## config.mk

```make
export PLATFORM = sky130hd
export DESIGN_NAME = sfs_front_end
export DESIGN_NICKNAME = d
export VERILOG_FILES = /design/src/rtl/sfs_pkg.sv /design/src/rtl/sfs_front_end.sv /design/src/rtl/sfs_sync.sv
export SDC_FILE = /design/constraint.sdc
export NUM_CORES = 1
export LEC_CHECK = 0
export BUFFER_PORTS_ARGS = -buffer_cell sky130_fd_sc_hd__buf_4
export CAP_MARGIN = 15
export CORE_UTILIZATION = 50
export DETAILED_ROUTE_END_ITERATION = 10
export GPL_TIMING_DRIVEN = 1
export PLACE_DENSITY_LB_ADDON = 0.3
export SLEW_MARGIN = 15
export SYNTH_ARGS = -nofsm -noshare
export SYNTH_HDL_FRONTEND = slang
export SYNTH_SLANG_ARGS = --single-unit
export TNS_END_PERCENT = 1
```

## constraint.sdc

```tcl
create_clock -name clk -period 3.3 [get_ports clk]
set_input_delay 0.495 -clock clk [delete_from_list [all_inputs] [get_ports clk]]
set_output_delay 0.495 -clock clk [all_outputs]
set_load 0.1 [all_outputs]
```

## src/rtl/sfs_pkg.sv

```systemverilog
// ----------------------------------------------------------------------------
// Overview of operation
// - The front end works in clock mode 0 and mode 3 and the bench master uses both, mode 0 first and then mode 3.
// - Every instruction, address and data bit is captured on the rising serial clock edge.
// - Every outgoing status bit is launched from the falling serial clock edge.
// - In multi-I/O use data lines 0 and 1 and the protect and pause pins become data lines.
// - The two smallest densities have 4 KB sectors and 32 KB blocks and no 64 KB blocks.
// - The larger densities group 8 sectors per 32 KB block and 16 per 64 KB block.
// - Sectors are 0x1000 bytes from address zero up to the density's highest address.
// - The device has a status and a function register and status bits set protection.
// - Status bits from 7 down to 0 are write disable, quad enable, protect 3..0, latch, busy.
// - Every status bit reads zero in its default state.
// - The busy flag reads one while a program, erase or register write cycle runs.
// - The write-enable latch clears itself when a write, program or erase completes.
// - With quad enable set the protect and pause pins lose their functions and carry data.
// - With write disable set and the protect pin low a status write is ignored.
// ----------------------------------------------------------------------------
package sfs_pkg;

  // --------------------------------------------------------------------------
  // Densities and address limits.
  // --------------------------------------------------------------------------
  typedef enum logic [2:0] {
    DEN_256K = 3'h0,
    DEN_512K = 3'h1,
    DEN_1M   = 3'h2,
    DEN_2M   = 3'h3,
    DEN_4M   = 3'h4
  } sfs_density_t;

  localparam logic [23:0] MAX_ADDR_256K = 24'h007FFF;
  localparam logic [23:0] MAX_ADDR_512K = 24'h00FFFF;
  localparam logic [23:0] MAX_ADDR_1M   = 24'h01FFFF;
  localparam logic [23:0] MAX_ADDR_2M   = 24'h03FFFF;
  localparam logic [23:0] MAX_ADDR_4M   = 24'h07FFFF;

  localparam int SECTOR_LSB  = 12;
  localparam int BLOCK32_LSB = 15;
  localparam int BLOCK64_LSB = 16;
  localparam int ADDR_MSB    = 23;

  // --------------------------------------------------------------------------
  // Status register layout.
  // --------------------------------------------------------------------------
  localparam int          ST_BUSY_BIT  = 0;
  localparam int          ST_WEL_BIT   = 1;
  localparam int          ST_PROT_LSB  = 2;
  localparam int          ST_QE_BIT    = 6;
  localparam int          ST_SWD_BIT   = 7;
  localparam logic [7:0]  STATUS_RESET = 8'h00;
  localparam logic [5:0]  NV_RESET     = 6'h00;
  localparam int          NV_QE_IDX    = 4;
  localparam int          NV_SWD_IDX   = 5;

  // --------------------------------------------------------------------------
  // Commands and frame lengths.
  // --------------------------------------------------------------------------
  localparam logic [7:0] CMD_WRITE_ENABLE  = 8'h06;
  localparam logic [7:0] CMD_WRITE_DISABLE = 8'h04;
  localparam logic [7:0] CMD_READ_STATUS   = 8'h05;
  localparam logic [7:0] CMD_WRITE_STATUS  = 8'h01;
  localparam logic [7:0] CMD_SECTOR_ERASE  = 8'h20;
  localparam logic [7:0] CMD_BLOCK32_ERASE = 8'h52;
  localparam logic [7:0] CMD_BLOCK64_ERASE = 8'hD8;

  localparam logic [4:0] OPCODE_LAST = 5'h07;
  localparam logic [4:0] DATA_BITS   = 5'h08;
  localparam logic [4:0] ADDR_BITS   = 5'h18;

  typedef enum logic [1:0] {
    KIND_SECTOR  = 2'h0,
    KIND_BLOCK32 = 2'h1,
    KIND_BLOCK64 = 2'h2
  } sfs_erase_t;

  typedef enum logic [2:0] {
    ST_IDLE   = 3'h0,
    ST_OPCODE = 3'h1,
    ST_ADDR   = 3'h2,
    ST_WDATA  = 3'h3,
    ST_READ   = 3'h4,
    ST_IGNORE = 3'h5
  } sfs_state_t;

  // --------------------------------------------------------------------------
  // Busy durations in clock cycles.
  // --------------------------------------------------------------------------
  localparam int          BUSY_W             = 16;
  localparam logic [15:0] STATUS_WRITE_CYCLES = 16'h0100;
  localparam logic [15:0] ERASE_CYCLES        = 16'h0400;
  localparam logic [15:0] BUSY_LAST           = 16'h0001;
  localparam logic [15:0] BUSY_NONE           = 16'h0000;

endpackage : sfs_pkg

```

## src/rtl/sfs_front_end.sv

```systemverilog
`timescale 1ns/100ps
module sfs_front_end #(
  parameter sfs_pkg::sfs_density_t DENSITY = sfs_pkg::DEN_4M
) (
  input  wire logic        clk,
  input  wire logic        rst,
  input  wire logic        serialClk,
  input  wire logic        chipSelN,
  input  wire logic [3:0]  dataLineIn,
  output logic      [3:0]  dataLineOut,
  output logic      [3:0]  dataLineOe,
  output logic      [7:0]  deviceStatus,
  output logic             eraseStart,
  output sfs_pkg::sfs_erase_t eraseKind,
  output logic      [11:0] eraseSector,
  output logic      [8:0]  eraseBlock32,
  output logic      [7:0]  eraseBlock64
);
  import sfs_pkg::*;

  // --------------------------------------------------------------------------
  // Address helpers.
  // --------------------------------------------------------------------------
  function automatic logic [23:0] maxAddr(input sfs_density_t d);
    case (d)
      DEN_256K: maxAddr = MAX_ADDR_256K;
      DEN_512K: maxAddr = MAX_ADDR_512K;
      DEN_1M:   maxAddr = MAX_ADDR_1M;
      DEN_2M:   maxAddr = MAX_ADDR_2M;
      default:  maxAddr = MAX_ADDR_4M;
    endcase
  endfunction : maxAddr

  localparam logic SMALL_PART = (DENSITY == DEN_256K) || (DENSITY == DEN_512K);

  // --------------------------------------------------------------------------
  // Pin synchronisers and serial clock edges.
  // --------------------------------------------------------------------------
  logic [5:0] pinSync;
  logic       sckS, csNS, io0S, wpNS, holdNS;
  logic       sckPrev_q;
  logic       sckRise, sckFall, csActive, qe, pause;

  sfs_sync #(.W(6)) uSync (
    .clk     (clk),
    .rst     (rst),
    .asyncIn ({serialClk, ~chipSelN, dataLineIn}),
    .syncOut (pinSync)
  );

  assign sckS     = pinSync[5];
  // Select is synchronised inverted so that reset leaves the frame deselected.
  assign csNS     = ~pinSync[4];
  assign io0S     = pinSync[0];
  assign wpNS     = pinSync[2];
  assign holdNS   = pinSync[3];
  // Both modes share one edge rule; only the parked level differs.
  assign sckRise  = sckS & ~sckPrev_q;
  assign sckFall  = ~sckS & sckPrev_q;
  assign csActive = ~csNS;

  // --------------------------------------------------------------------------
  // Frame state.
  // --------------------------------------------------------------------------
  sfs_state_t         state_q, state_d;
  logic [4:0]         bitCnt_q, bitCnt_d;
  logic [23:0]        shift_q, shift_d;
  logic [2:0]         rdIdx_q, rdIdx_d;
  sfs_erase_t         kind_q, kind_d;
  logic [5:0]         nv_q, nv_d;
  logic               wel_q, wel_d;
  logic [BUSY_W-1:0]  busyCnt_q, busyCnt_d;
  logic [3:0]         out_q, out_d, oe_q, oe_d;
  logic [7:0]         status_q, status_d;
  logic               ers_q, ers_d;
  sfs_erase_t         ersKind_q, ersKind_d;
  logic [23:0]        ersAddr_q, ersAddr_d;
  logic [7:0]         opcode, liveStatus;
  logic               busy, swLocked, stCommit, erCommit;

  assign qe         = nv_q[NV_QE_IDX];
  // The pause function only exists while the pin is not a data line.
  assign pause      = ~qe & ~holdNS;
  assign busy       = (busyCnt_q != BUSY_NONE);
  assign liveStatus = {nv_q, wel_q, busy};
  assign opcode     = {shift_q[6:0], io0S};
  // Hardware lock on status writes.
  assign swLocked   = nv_q[NV_SWD_IDX] & ~wpNS & ~qe;
  assign stCommit   = ~csActive & (state_q == ST_WDATA) & (bitCnt_q == DATA_BITS);
  assign erCommit   = ~csActive & (state_q == ST_ADDR) & (bitCnt_q == ADDR_BITS);

  always_comb begin
    state_d   = state_q;
    bitCnt_d  = bitCnt_q;
    shift_d   = shift_q;
    rdIdx_d   = rdIdx_q;
    kind_d    = kind_q;
    nv_d      = nv_q;
    wel_d     = wel_q;
    busyCnt_d = busy ? busyCnt_q - BUSY_LAST : busyCnt_q;
    out_d     = out_q;
    oe_d      = '0;
    ers_d     = 1'b0;
    ersKind_d = ersKind_q;
    ersAddr_d = ersAddr_q;
    if (busyCnt_q == BUSY_LAST) begin
      wel_d = 1'b0;
    end
    if (!csActive) begin
      state_d  = ST_IDLE;
      bitCnt_d = '0;
      if (stCommit && wel_q && !busy && !swLocked) begin
        nv_d      = shift_q[7:2];
        busyCnt_d = STATUS_WRITE_CYCLES;
      end else if (erCommit && wel_q && !busy) begin
        ers_d     = 1'b1;
        ersAddr_d = shift_q & maxAddr(DENSITY);
        ersKind_d = (SMALL_PART && kind_q == KIND_BLOCK64) ? KIND_BLOCK32 : kind_q;
        busyCnt_d = ERASE_CYCLES;
      end
    end else if (pause) begin
      oe_d = '0;
    end else begin
      if (state_q == ST_IDLE) begin
        state_d  = ST_OPCODE;
        bitCnt_d = '0;
      end
      if (sckRise && state_q != ST_IDLE && state_q != ST_READ) begin
        shift_d  = {shift_q[22:0], io0S};
        bitCnt_d = (state_q == ST_IGNORE) ? bitCnt_q : bitCnt_q + 5'h01;
      end
      if (sckRise && state_q == ST_OPCODE && bitCnt_q == OPCODE_LAST) begin
        bitCnt_d = '0;
        rdIdx_d  = '0;
        state_d  = ST_IGNORE;
        if (opcode == CMD_READ_STATUS) begin
          state_d = ST_READ;
        end else if (opcode == CMD_WRITE_DISABLE && !busy) begin
          wel_d = 1'b0;
        end else if (opcode == CMD_WRITE_ENABLE && !busy) begin
          wel_d = 1'b1;
        end else if (opcode == CMD_WRITE_STATUS) begin
          state_d = ST_WDATA;
        end else if (opcode == CMD_SECTOR_ERASE) begin
          state_d = ST_ADDR;
          kind_d  = KIND_SECTOR;
        end else if (opcode == CMD_BLOCK32_ERASE) begin
          state_d = ST_ADDR;
          kind_d  = KIND_BLOCK32;
        end else if (opcode == CMD_BLOCK64_ERASE) begin
          state_d = ST_ADDR;
          kind_d  = KIND_BLOCK64;
        end
      end
      if ((state_q == ST_ADDR && bitCnt_q == ADDR_BITS) ||
          (state_q == ST_WDATA && bitCnt_q == DATA_BITS)) begin
        bitCnt_d = bitCnt_q;
        shift_d  = shift_q;
      end
      if (state_q == ST_READ) begin
        oe_d[1] = 1'b1;
        if (sckFall) begin
          out_d[1] = liveStatus[3'h7 - rdIdx_q];
          rdIdx_d  = rdIdx_q + 3'h1;
        end
      end
    end
    status_d = liveStatus;
  end

  always_ff @(posedge clk or posedge rst) begin
    if (rst) begin
      sckPrev_q <= 1'b0;
      state_q   <= ST_IDLE;
      bitCnt_q  <= '0;
      shift_q   <= '0;
      rdIdx_q   <= '0;
      kind_q    <= KIND_SECTOR;
      nv_q      <= NV_RESET;
      wel_q     <= 1'b0;
      busyCnt_q <= BUSY_NONE;
      out_q     <= '0;
      oe_q      <= '0;
      status_q  <= STATUS_RESET;
      ers_q     <= 1'b0;
      ersKind_q <= KIND_SECTOR;
      ersAddr_q <= '0;
    end else begin
      sckPrev_q <= sckS;
      state_q   <= state_d;
      bitCnt_q  <= bitCnt_d;
      shift_q   <= shift_d;
      rdIdx_q   <= rdIdx_d;
      kind_q    <= kind_d;
      nv_q      <= nv_d;
      wel_q     <= wel_d;
      busyCnt_q <= busyCnt_d;
      out_q     <= out_d;
      oe_q      <= oe_d;
      status_q  <= status_d;
      ers_q     <= ers_d;
      ersKind_q <= ersKind_d;
      ersAddr_q <= ersAddr_d;
    end
  end

  // --------------------------------------------------------------------------
  // Outputs.
  // --------------------------------------------------------------------------
  assign dataLineOut  = out_q;
  assign dataLineOe   = oe_q;
  assign deviceStatus = status_q;
  assign eraseStart   = ers_q;
  assign eraseKind    = ersKind_q;
  assign eraseSector  = ersAddr_q[ADDR_MSB:SECTOR_LSB];
  assign eraseBlock32 = ersAddr_q[ADDR_MSB:BLOCK32_LSB];
  assign eraseBlock64 = ersAddr_q[ADDR_MSB:BLOCK64_LSB];

  // --------------------------------------------------------------------------
  // Assertions.
  // --------------------------------------------------------------------------
  a_rise_capture: assert property (@(posedge clk) disable iff (rst)
    (sckRise && csActive && !pause && state_q == ST_OPCODE) |=> shift_q[0] == $past(io0S))
    else $error("Input bit not captured on rising edge.");

  a_fall_launch: assert property (@(posedge clk) disable iff (rst)
    $changed(out_q[1]) |-> $past(sckFall) && $past(state_q) == ST_READ)
    else $error("Output bit changed away from a falling edge.");

  a_reset_zero: assert property (@(posedge clk)
    (!rst && $past(rst)) |-> status_q == STATUS_RESET)
    else $error("Status not zero after reset.");

  a_busy_flag: assert property (@(posedge clk) disable iff (rst)
    ##1 status_q[ST_BUSY_BIT] == ($past(busyCnt_q) != BUSY_NONE))
    else $error("Busy flag does not follow the busy cycle.");

  a_status_layout: assert property (@(posedge clk) disable iff (rst)
    ##1 status_q[ST_SWD_BIT:ST_WEL_BIT] == {$past(nv_q), $past(wel_q)})
    else $error("Status bit layout wrong.");

  a_wel_autoclear: assert property (@(posedge clk) disable iff (rst)
    (busyCnt_q == BUSY_LAST) |=> !wel_q ##1 !status_q[ST_WEL_BIT])
    else $error("Write enable latch not cleared after operation.");

  a_locked_ignore: assert property (@(posedge clk) disable iff (rst)
    (stCommit && swLocked) |=> $stable(nv_q) && (busyCnt_q == $past(busyCnt_q) - BUSY_LAST
      || $past(busyCnt_q) == BUSY_NONE && busyCnt_q == BUSY_NONE))
    else $error("Locked status write was taken.");

  a_pause_freeze: assert property (@(posedge clk) disable iff (rst)
    (csActive && pause && state_q != ST_IDLE) |=> $stable(shift_q) && oe_q == 4'h0)
    else $error("Pause did not freeze the frame.");

  a_quad_nopause: assert property (@(posedge clk) disable iff (rst)
    (qe && csActive && !holdNS && sckRise && state_q == ST_OPCODE) |=> bitCnt_q != $past(bitCnt_q))
    else $error("Pause acted while quad enable set.");

  a_block_index: assert property (@(posedge clk) disable iff (rst)
    eraseStart |-> eraseBlock32 == eraseSector[11:3] && eraseBlock64 == eraseSector[11:4])
    else $error("Block index does not match sector index.");

  a_small_no64: assert property (@(posedge clk) disable iff (rst)
    (eraseStart && SMALL_PART) |-> eraseKind != KIND_BLOCK64)
    else $error("64 KB erase issued on a small part.");

  a_addr_range: assert property (@(posedge clk) disable iff (rst)
    eraseStart |-> (ersAddr_q & ~maxAddr(DENSITY)) == 24'h000000)
    else $error("Erase address beyond the part.");

  c_read_status:  cover property (@(posedge clk) disable iff (rst) oe_q[1] && sckFall);
  c_status_write: cover property (@(posedge clk) disable iff (rst) stCommit && wel_q && !swLocked);
  c_erase_start:  cover property (@(posedge clk) disable iff (rst) eraseStart);
  c_pause_seen:   cover property (@(posedge clk) disable iff (rst) csActive && pause);

endmodule : sfs_front_end

```

## src/rtl/sfs_sync.sv

```systemverilog
`timescale 1ns/100ps
module sfs_sync #(
  parameter int W = 6
) (
  input  wire logic         clk,
  input  wire logic         rst,
  input  wire logic [W-1:0] asyncIn,
  output logic      [W-1:0] syncOut
);

  logic [W-1:0] stage1_q;

  always_ff @(posedge clk or posedge rst) begin
    if (rst) begin
      stage1_q <= '0;
      syncOut  <= '0;
    end else begin
      stage1_q <= asyncIn;
      syncOut  <= stage1_q;
    end
  end

endmodule : sfs_sync

```

==> summary.txt, run 1 <==
r2r startpoint -> busyCnt_q[0]
Fmax -> 373.6 MHz
Power Density -> 432.0 nW/um2
largest family of logic cells by synthesized area -> simple AND/OR/NAND/NOR gates
CTS tree -> yes
Post-Synth Simple-Gate Area -> 0.1446
antenna violation net count after detailed routing -> 0
Setup CP Type -> reg2reg
cells after synthesis -> 329
vias in the first global route -> 2,410
Worst setup SP type -> register
DRT Pass-1 Iters -> 4
Starting DRT DRC Count -> 170
complex-gate fraction of the synthesized area -> 0.08189
overall global routing resource usage -> 0.1812
hold path start -> dataLineIn[0]
core area -> 7767 um2
Synth warnings -> 0
CTS Root Buffer Type -> clkbuf_8
Nets -> 374
Setup Fix Bufs, Post-CTS -> 0
Initial Util -> 0.5213
multiplexer area fraction after synthesis -> 0.1242
Worst slew margin -> 0.3849
max-slew violations -> 0
Synth cell types -> 60
die height -> 91.99 um
CP max FO -> 10
die extent in x -> 91.99 um
routed vias -> 2,541
largest net degree at the start of global routing -> 56
Clock Pin Slew Worst Setup and Hold Paths -> 0.08 ns
worst hold path type -> in2reg
post-DR vias/cell -> 5.441
initial antenna violation count -> 0
share of layout cells above drive strength 1 -> 0.3014
Synth area leaders -> dfrtp_1, mux2_2, buf_4
antenna fix cells -> 0
# rows -> 32
Worst R2R End -> ersAddr_q[17]
status -> complete, no violations
Num CTS Buffers -> 9
routed wire length -> 6.834 mm
Hold Buf Count CTS -> 0
slack of the critical path -> 0.6232 ns
Layout Utilization -> 0.5704
VDD IR-drop max -> 0.0002727 V
register area share after synthesis -> 0.5315
Setup crit end kind -> register
crit share post-route -> 0.8111
CTS Buffer Depth -> 2
min cycle time layout -> 2.677 ns
EDFF count, synth -> 0
setup TNS -> 0 ns
leading area contributor after synthesis -> dfrtp_1
Layout area overhead -> 9.425%
XOR/XNOR share of the synthesized area -> 0.01947
skew final -> 0.01218 ns
Synth top area share -> 0.5315
final hold viol count -> 0
Detailed Place HPWL -> 4.796 mm
Worst-Margin Slew -> 0.9215 ns
Layout Cells excl Fill -> 467
Post-Syn Area -> 4049 um2
Final setup viols -> 0
post-cts sizing count -> 0
Skew-Pair Late Insertion Delay -> 0.35 ns
GR Overflow Total -> 0
async set or reset register ratio after synthesis -> 1.000
max cap viols -> 0
Placement Setup Slack -> 0.6688 ns
critical path data arrival time -> 2.90 ns
most common cell after layout, fill and taps aside -> dfrtp_1
CP required -> 3.53 ns
Remaining DRCs -> 0
wire per inst -> 14.63 um
Leak -> 0.002218 uW
most frequent cells in the layout -> dfrtp_1, buf_4, mux2_2
ys flop type -> dfrtp_1
Worst Hold Path EP -> uSync.stage1_q[0]
adder-cell area share of the yosys netlist -> 0.01854
total power -> 1914 uW
Final GP Congestion -> 0.8298
Seq cells post-synth -> 86
H-tree levels -> 3
placed cells -> 451
hold-critical path depth -> 1
IO Port Bufs -> 33
R2R setup slack -> 0.62 ns
IO Pins -> 56
DIE AREA -> 8461 um2
RSZ-0062 raised after global routing -> false
syn_area_per_cell -> 12.31 um2
worst reg2reg path depth -> 6
clock sink total -> 86
first-pass GRT wire length -> 11.73 mm
==> cells in the mapped netlist (all sizes together), types with 6 or more instances <==
library cell and count:
nand2b 8, buf 33, nor3 6, mux2 38, xor2 6, nor4 15
nor2 11, dfrtp 86, inv 12, o21ai 10, nand2 10, ha 6
==> power by group <==
group	switching, uW	total (uW)	internal (uW)
Combinational	150	182	32.2
Sequential	18.2	1080	1070
Clock	369	647	279
Total	536	1910	1380
==> cell families (layout without fill, tap and decap cells) <==
group	count (synthesis)	after routing
and+or+nand+nor	91	91
DFF	86	86
buffers and inverters	49	65
AOI/OAI and AO/OA	45	45
muxes	42	42
xor gates and xnor gates	9	9
adders and majority gates	6	6
other	1	21
==> routing by layer <==
metal  GRT usage  routed length [um]
met5           0                   0
met3     0.05224                 300
met2      0.2842                3298
met1      0.2424                3173
met4     0.05990                  61
==> critical path: stages (launching register included) <==
cell     delay, ns
dfrtp_1       0.44
inv_1         0.11
ha_1          0.20
or3b_2        0.50
nor4_4        0.48
and3_2        0.46
mux2_2        0.37
==> worst max path at each step <==
stage,start,endpoint,slack (ns),depth (start not counted)
3_5_place_dp,busyCnt_q[0],ersAddr_q[14],0.67,6
6_report,busyCnt_q[0],ersAddr_q[17],0.62,6
2_1_floorplan,rst,bitCnt_q[0],0.58,1
4_1_cts,busyCnt_q[0],nv_q[5],0.64,7
5_1_grt,busyCnt_q[0],ersAddr_q[18],0.49,6
3_3_place_gp,busyCnt_q[0],eraseKind[1],0.73,6
==> final cells by class <==
class / instances / area [um2]
Inverter: 12 / 46.29
Timing Repair Buffer: 37 / 277.8
Sequential cell: 86 / 2152
Tap cell: 102 / 127.6
Clock inverter: 6 / 46.29
Fill cell: 667 / 3337
Clock buffer: 10 / 127.6
Multi-Input combinational cell: 214 / 1653
==> through the flow <==
stage	instance area, um2	hold WS, ns
2_1_floorplan	4124	0.3312
4_1_cts	4431	0.2293
5_1_grt	4431	0.2107
6_report	4431	0.2532
3_5_place_dp	4257	0.3363
3_3_place_gp	4257	0.3335
==> flip-flops by register name, indices dropped and copies added (netlist names), 2 cells and up <==
register	cells
shift_q	19
busyCnt_q	16
deviceStatus	8
ersAddr_q	7
nv_q	6
bitCnt_q	5
uSync.stage1_q	5
uSync.syncOut	5
rdIdx_q	3
state_q	3
eraseKind	2
kind_q	2
Power figures use the tool's default switching activity.
==> run 2, diff against run 1 <==
- clock period: 3.3 -> 2.4 ns (I/O delays scaled with it)
==> summary.txt, run 2 (synthesis results as in run 1) <==
area of the multi-input gates -> 1664 um2
Largest Register -> shift_q
die height -> 91.99 um
H-tree levels -> 3
antenna fix cells -> 0
Nets -> 387
VDD IR-drop max -> 0.0005230 V
Final GP Congestion -> 0.7919
Setup CP Type -> reg2reg
die extent in x -> 91.99 um
Initial Util -> 0.5213
Worst setup SP type -> register
Worst slew margin -> 0.5566
CTS Root Buffer Type -> clkbuf_8
largest net degree at the start of global routing -> 61
overall global routing resource usage -> 0.1833
first-pass GRT wire length -> 12.06 mm
Detailed Place HPWL -> 5.011 mm
Setup crit end kind -> register
Layout area overhead -> 13.47%
critical path data arrival time -> 2.55 ns
CP max FO -> 10
min cycle time layout -> 2.308 ns
total power -> 2747 uW
skew final -> 0.01682 ns
IO Pins -> 56
RSZ-0062 raised after global routing -> false
routed vias -> 2,606
vias in the first global route -> 2,543
Remaining DRCs -> 0
CP required -> 2.64 ns
Worst path max stage delay -> 0.72 ns
CP delay by family, top -> simple AND/OR/NAND/NOR gates
Worst-Margin Slew -> 0.6651 ns
CTS Buffer Depth -> 2
Fmax -> 433.2 MHz
CTS tree -> yes
share of layout cells above drive strength 1 -> 0.3280
most frequent cells in the layout -> dfrtp_1, buf_4, mux2_2
DIE AREA -> 8461 um2
most common cell after layout, fill and taps aside -> dfrtp_1
Skew-Pair Late Insertion Delay -> 0.36 ns
CP cell instances -> or4_2, nor4_4, buf_6, and3_4, mux2_4
# rows -> 32
initial antenna violation count -> 0
Sequential cell area -> 2152 um2
final hold viol count -> 0
DRT Pass-1 Iters -> 4
max-slew violations -> 0
post-DR vias/cell -> 5.429
clock sink total -> 86
routed wire length -> 7.131 mm
core area -> 7767 um2
max reg flops -> 19
Starting DRT DRC Count -> 147
fillers -> 661
status -> complete, no violations
antenna violation net count after detailed routing -> 0
Power Density -> 598.0 nW/um2
Num CTS Buffers -> 9
max cap viols -> 0
setup TNS -> 0 ns
CP Buf/Inv Count -> 1
wire per inst -> 14.86 um
GR Overflow Total -> 0
Worst path slowest cell -> or4_2
IO Port Bufs -> 33
Leak -> 0.002306 uW
Final setup viols -> 0
worst hold path type -> in2async
Clock Pin Slew Worst Setup and Hold Paths -> 0.10 ns
crit share post-route -> 0.9617
==> run 2: area by class of cell <==
cell class              instances  share of cell area
repair buffers                 50             0.08796
clock buffers                   9             0.02696
clock inverters                 7             0.01607
inverters                      12             0.01062
flip-flops and latches         86              0.4684
well taps                     102             0.02778
multi-input cells             214              0.3622
==> run 2: timing repair <==
action | CTS | global route
buffers inserted | 0 | 0
hold buffers | 0 | 0
setup endpoints to repair | 0 | 25
gates resized for setup | 0 | 2
==> run 2: worst paths after layout <==
check	from	endpoint	slack [ns]	cells past startpoint
hold reg to reg	uSync.stage1_q[0]	uSync.syncOut[0]	0.36	0
setup reg to reg	busyCnt_q[9]	nv_q[0]	0.09	5
min in group clk	dataLineIn[0]	uSync.stage1_q[0]	0.10	1
setup / recovery	busyCnt_q[9]	nv_q[0]	0.09	5
max in group asynchronous	rst	sckPrev_q	2.04	3
hold / removal	rst	uSync.stage1_q[2]	0.08	3
==> run 2: per-stage QoR <==
step | cells | worst slack [ns] | util | cell area (um2) | hold slack [ns]
finish | 480 | 0.09185 | 0.5915 | 4594 | 0.07535
global route | 480 | 0.03038 | 0.5915 | 4594 | 0.07940
CTS | 480 | 0.001482 | 0.5896 | 4579 | 0.08717
detailed placement | 464 | 0.01503 | 0.5641 | 4382 | 0.3347
global placement | 464 | 0.04282 | 0.5641 | 4382 | 0.3316
floorplan | 349 | 0.1164 | - | 4128 | 0.3312
==> run 2: metal layers <==
layer | track usage | share of wire | vias to the layer above
met3 | 0.03234 | 0.038 | 9
li1 | - | - | 1246
met1 | 0.2579 | 0.46 | 1298
met4 | 0.06641 | 0.015 | 0
met5 | 0 | 0 | -
met2 | 0.2861 | 0.49 | 53
==> run 2: power breakdown <==
| part | internal [uW] | switching [uW] | leakage (uW) |
|---|---|---|---|
| Clock | 410 | 589 | 0.0000946 |
| Sequential | 1470 | 24.7 | 0.00117 |
| Combinational | 49.0 | 208 | 0.00104 |
| Total | 1930 | 822 | 0.00231 |
==> run 2: worst reg2reg max path: stages (launching register included) <==
cell	delay, ns
dfrtp_1	0.43
or4_2	0.72
nor4_4	0.28
buf_6	0.18
and3_4	0.27
mux2_4	0.32
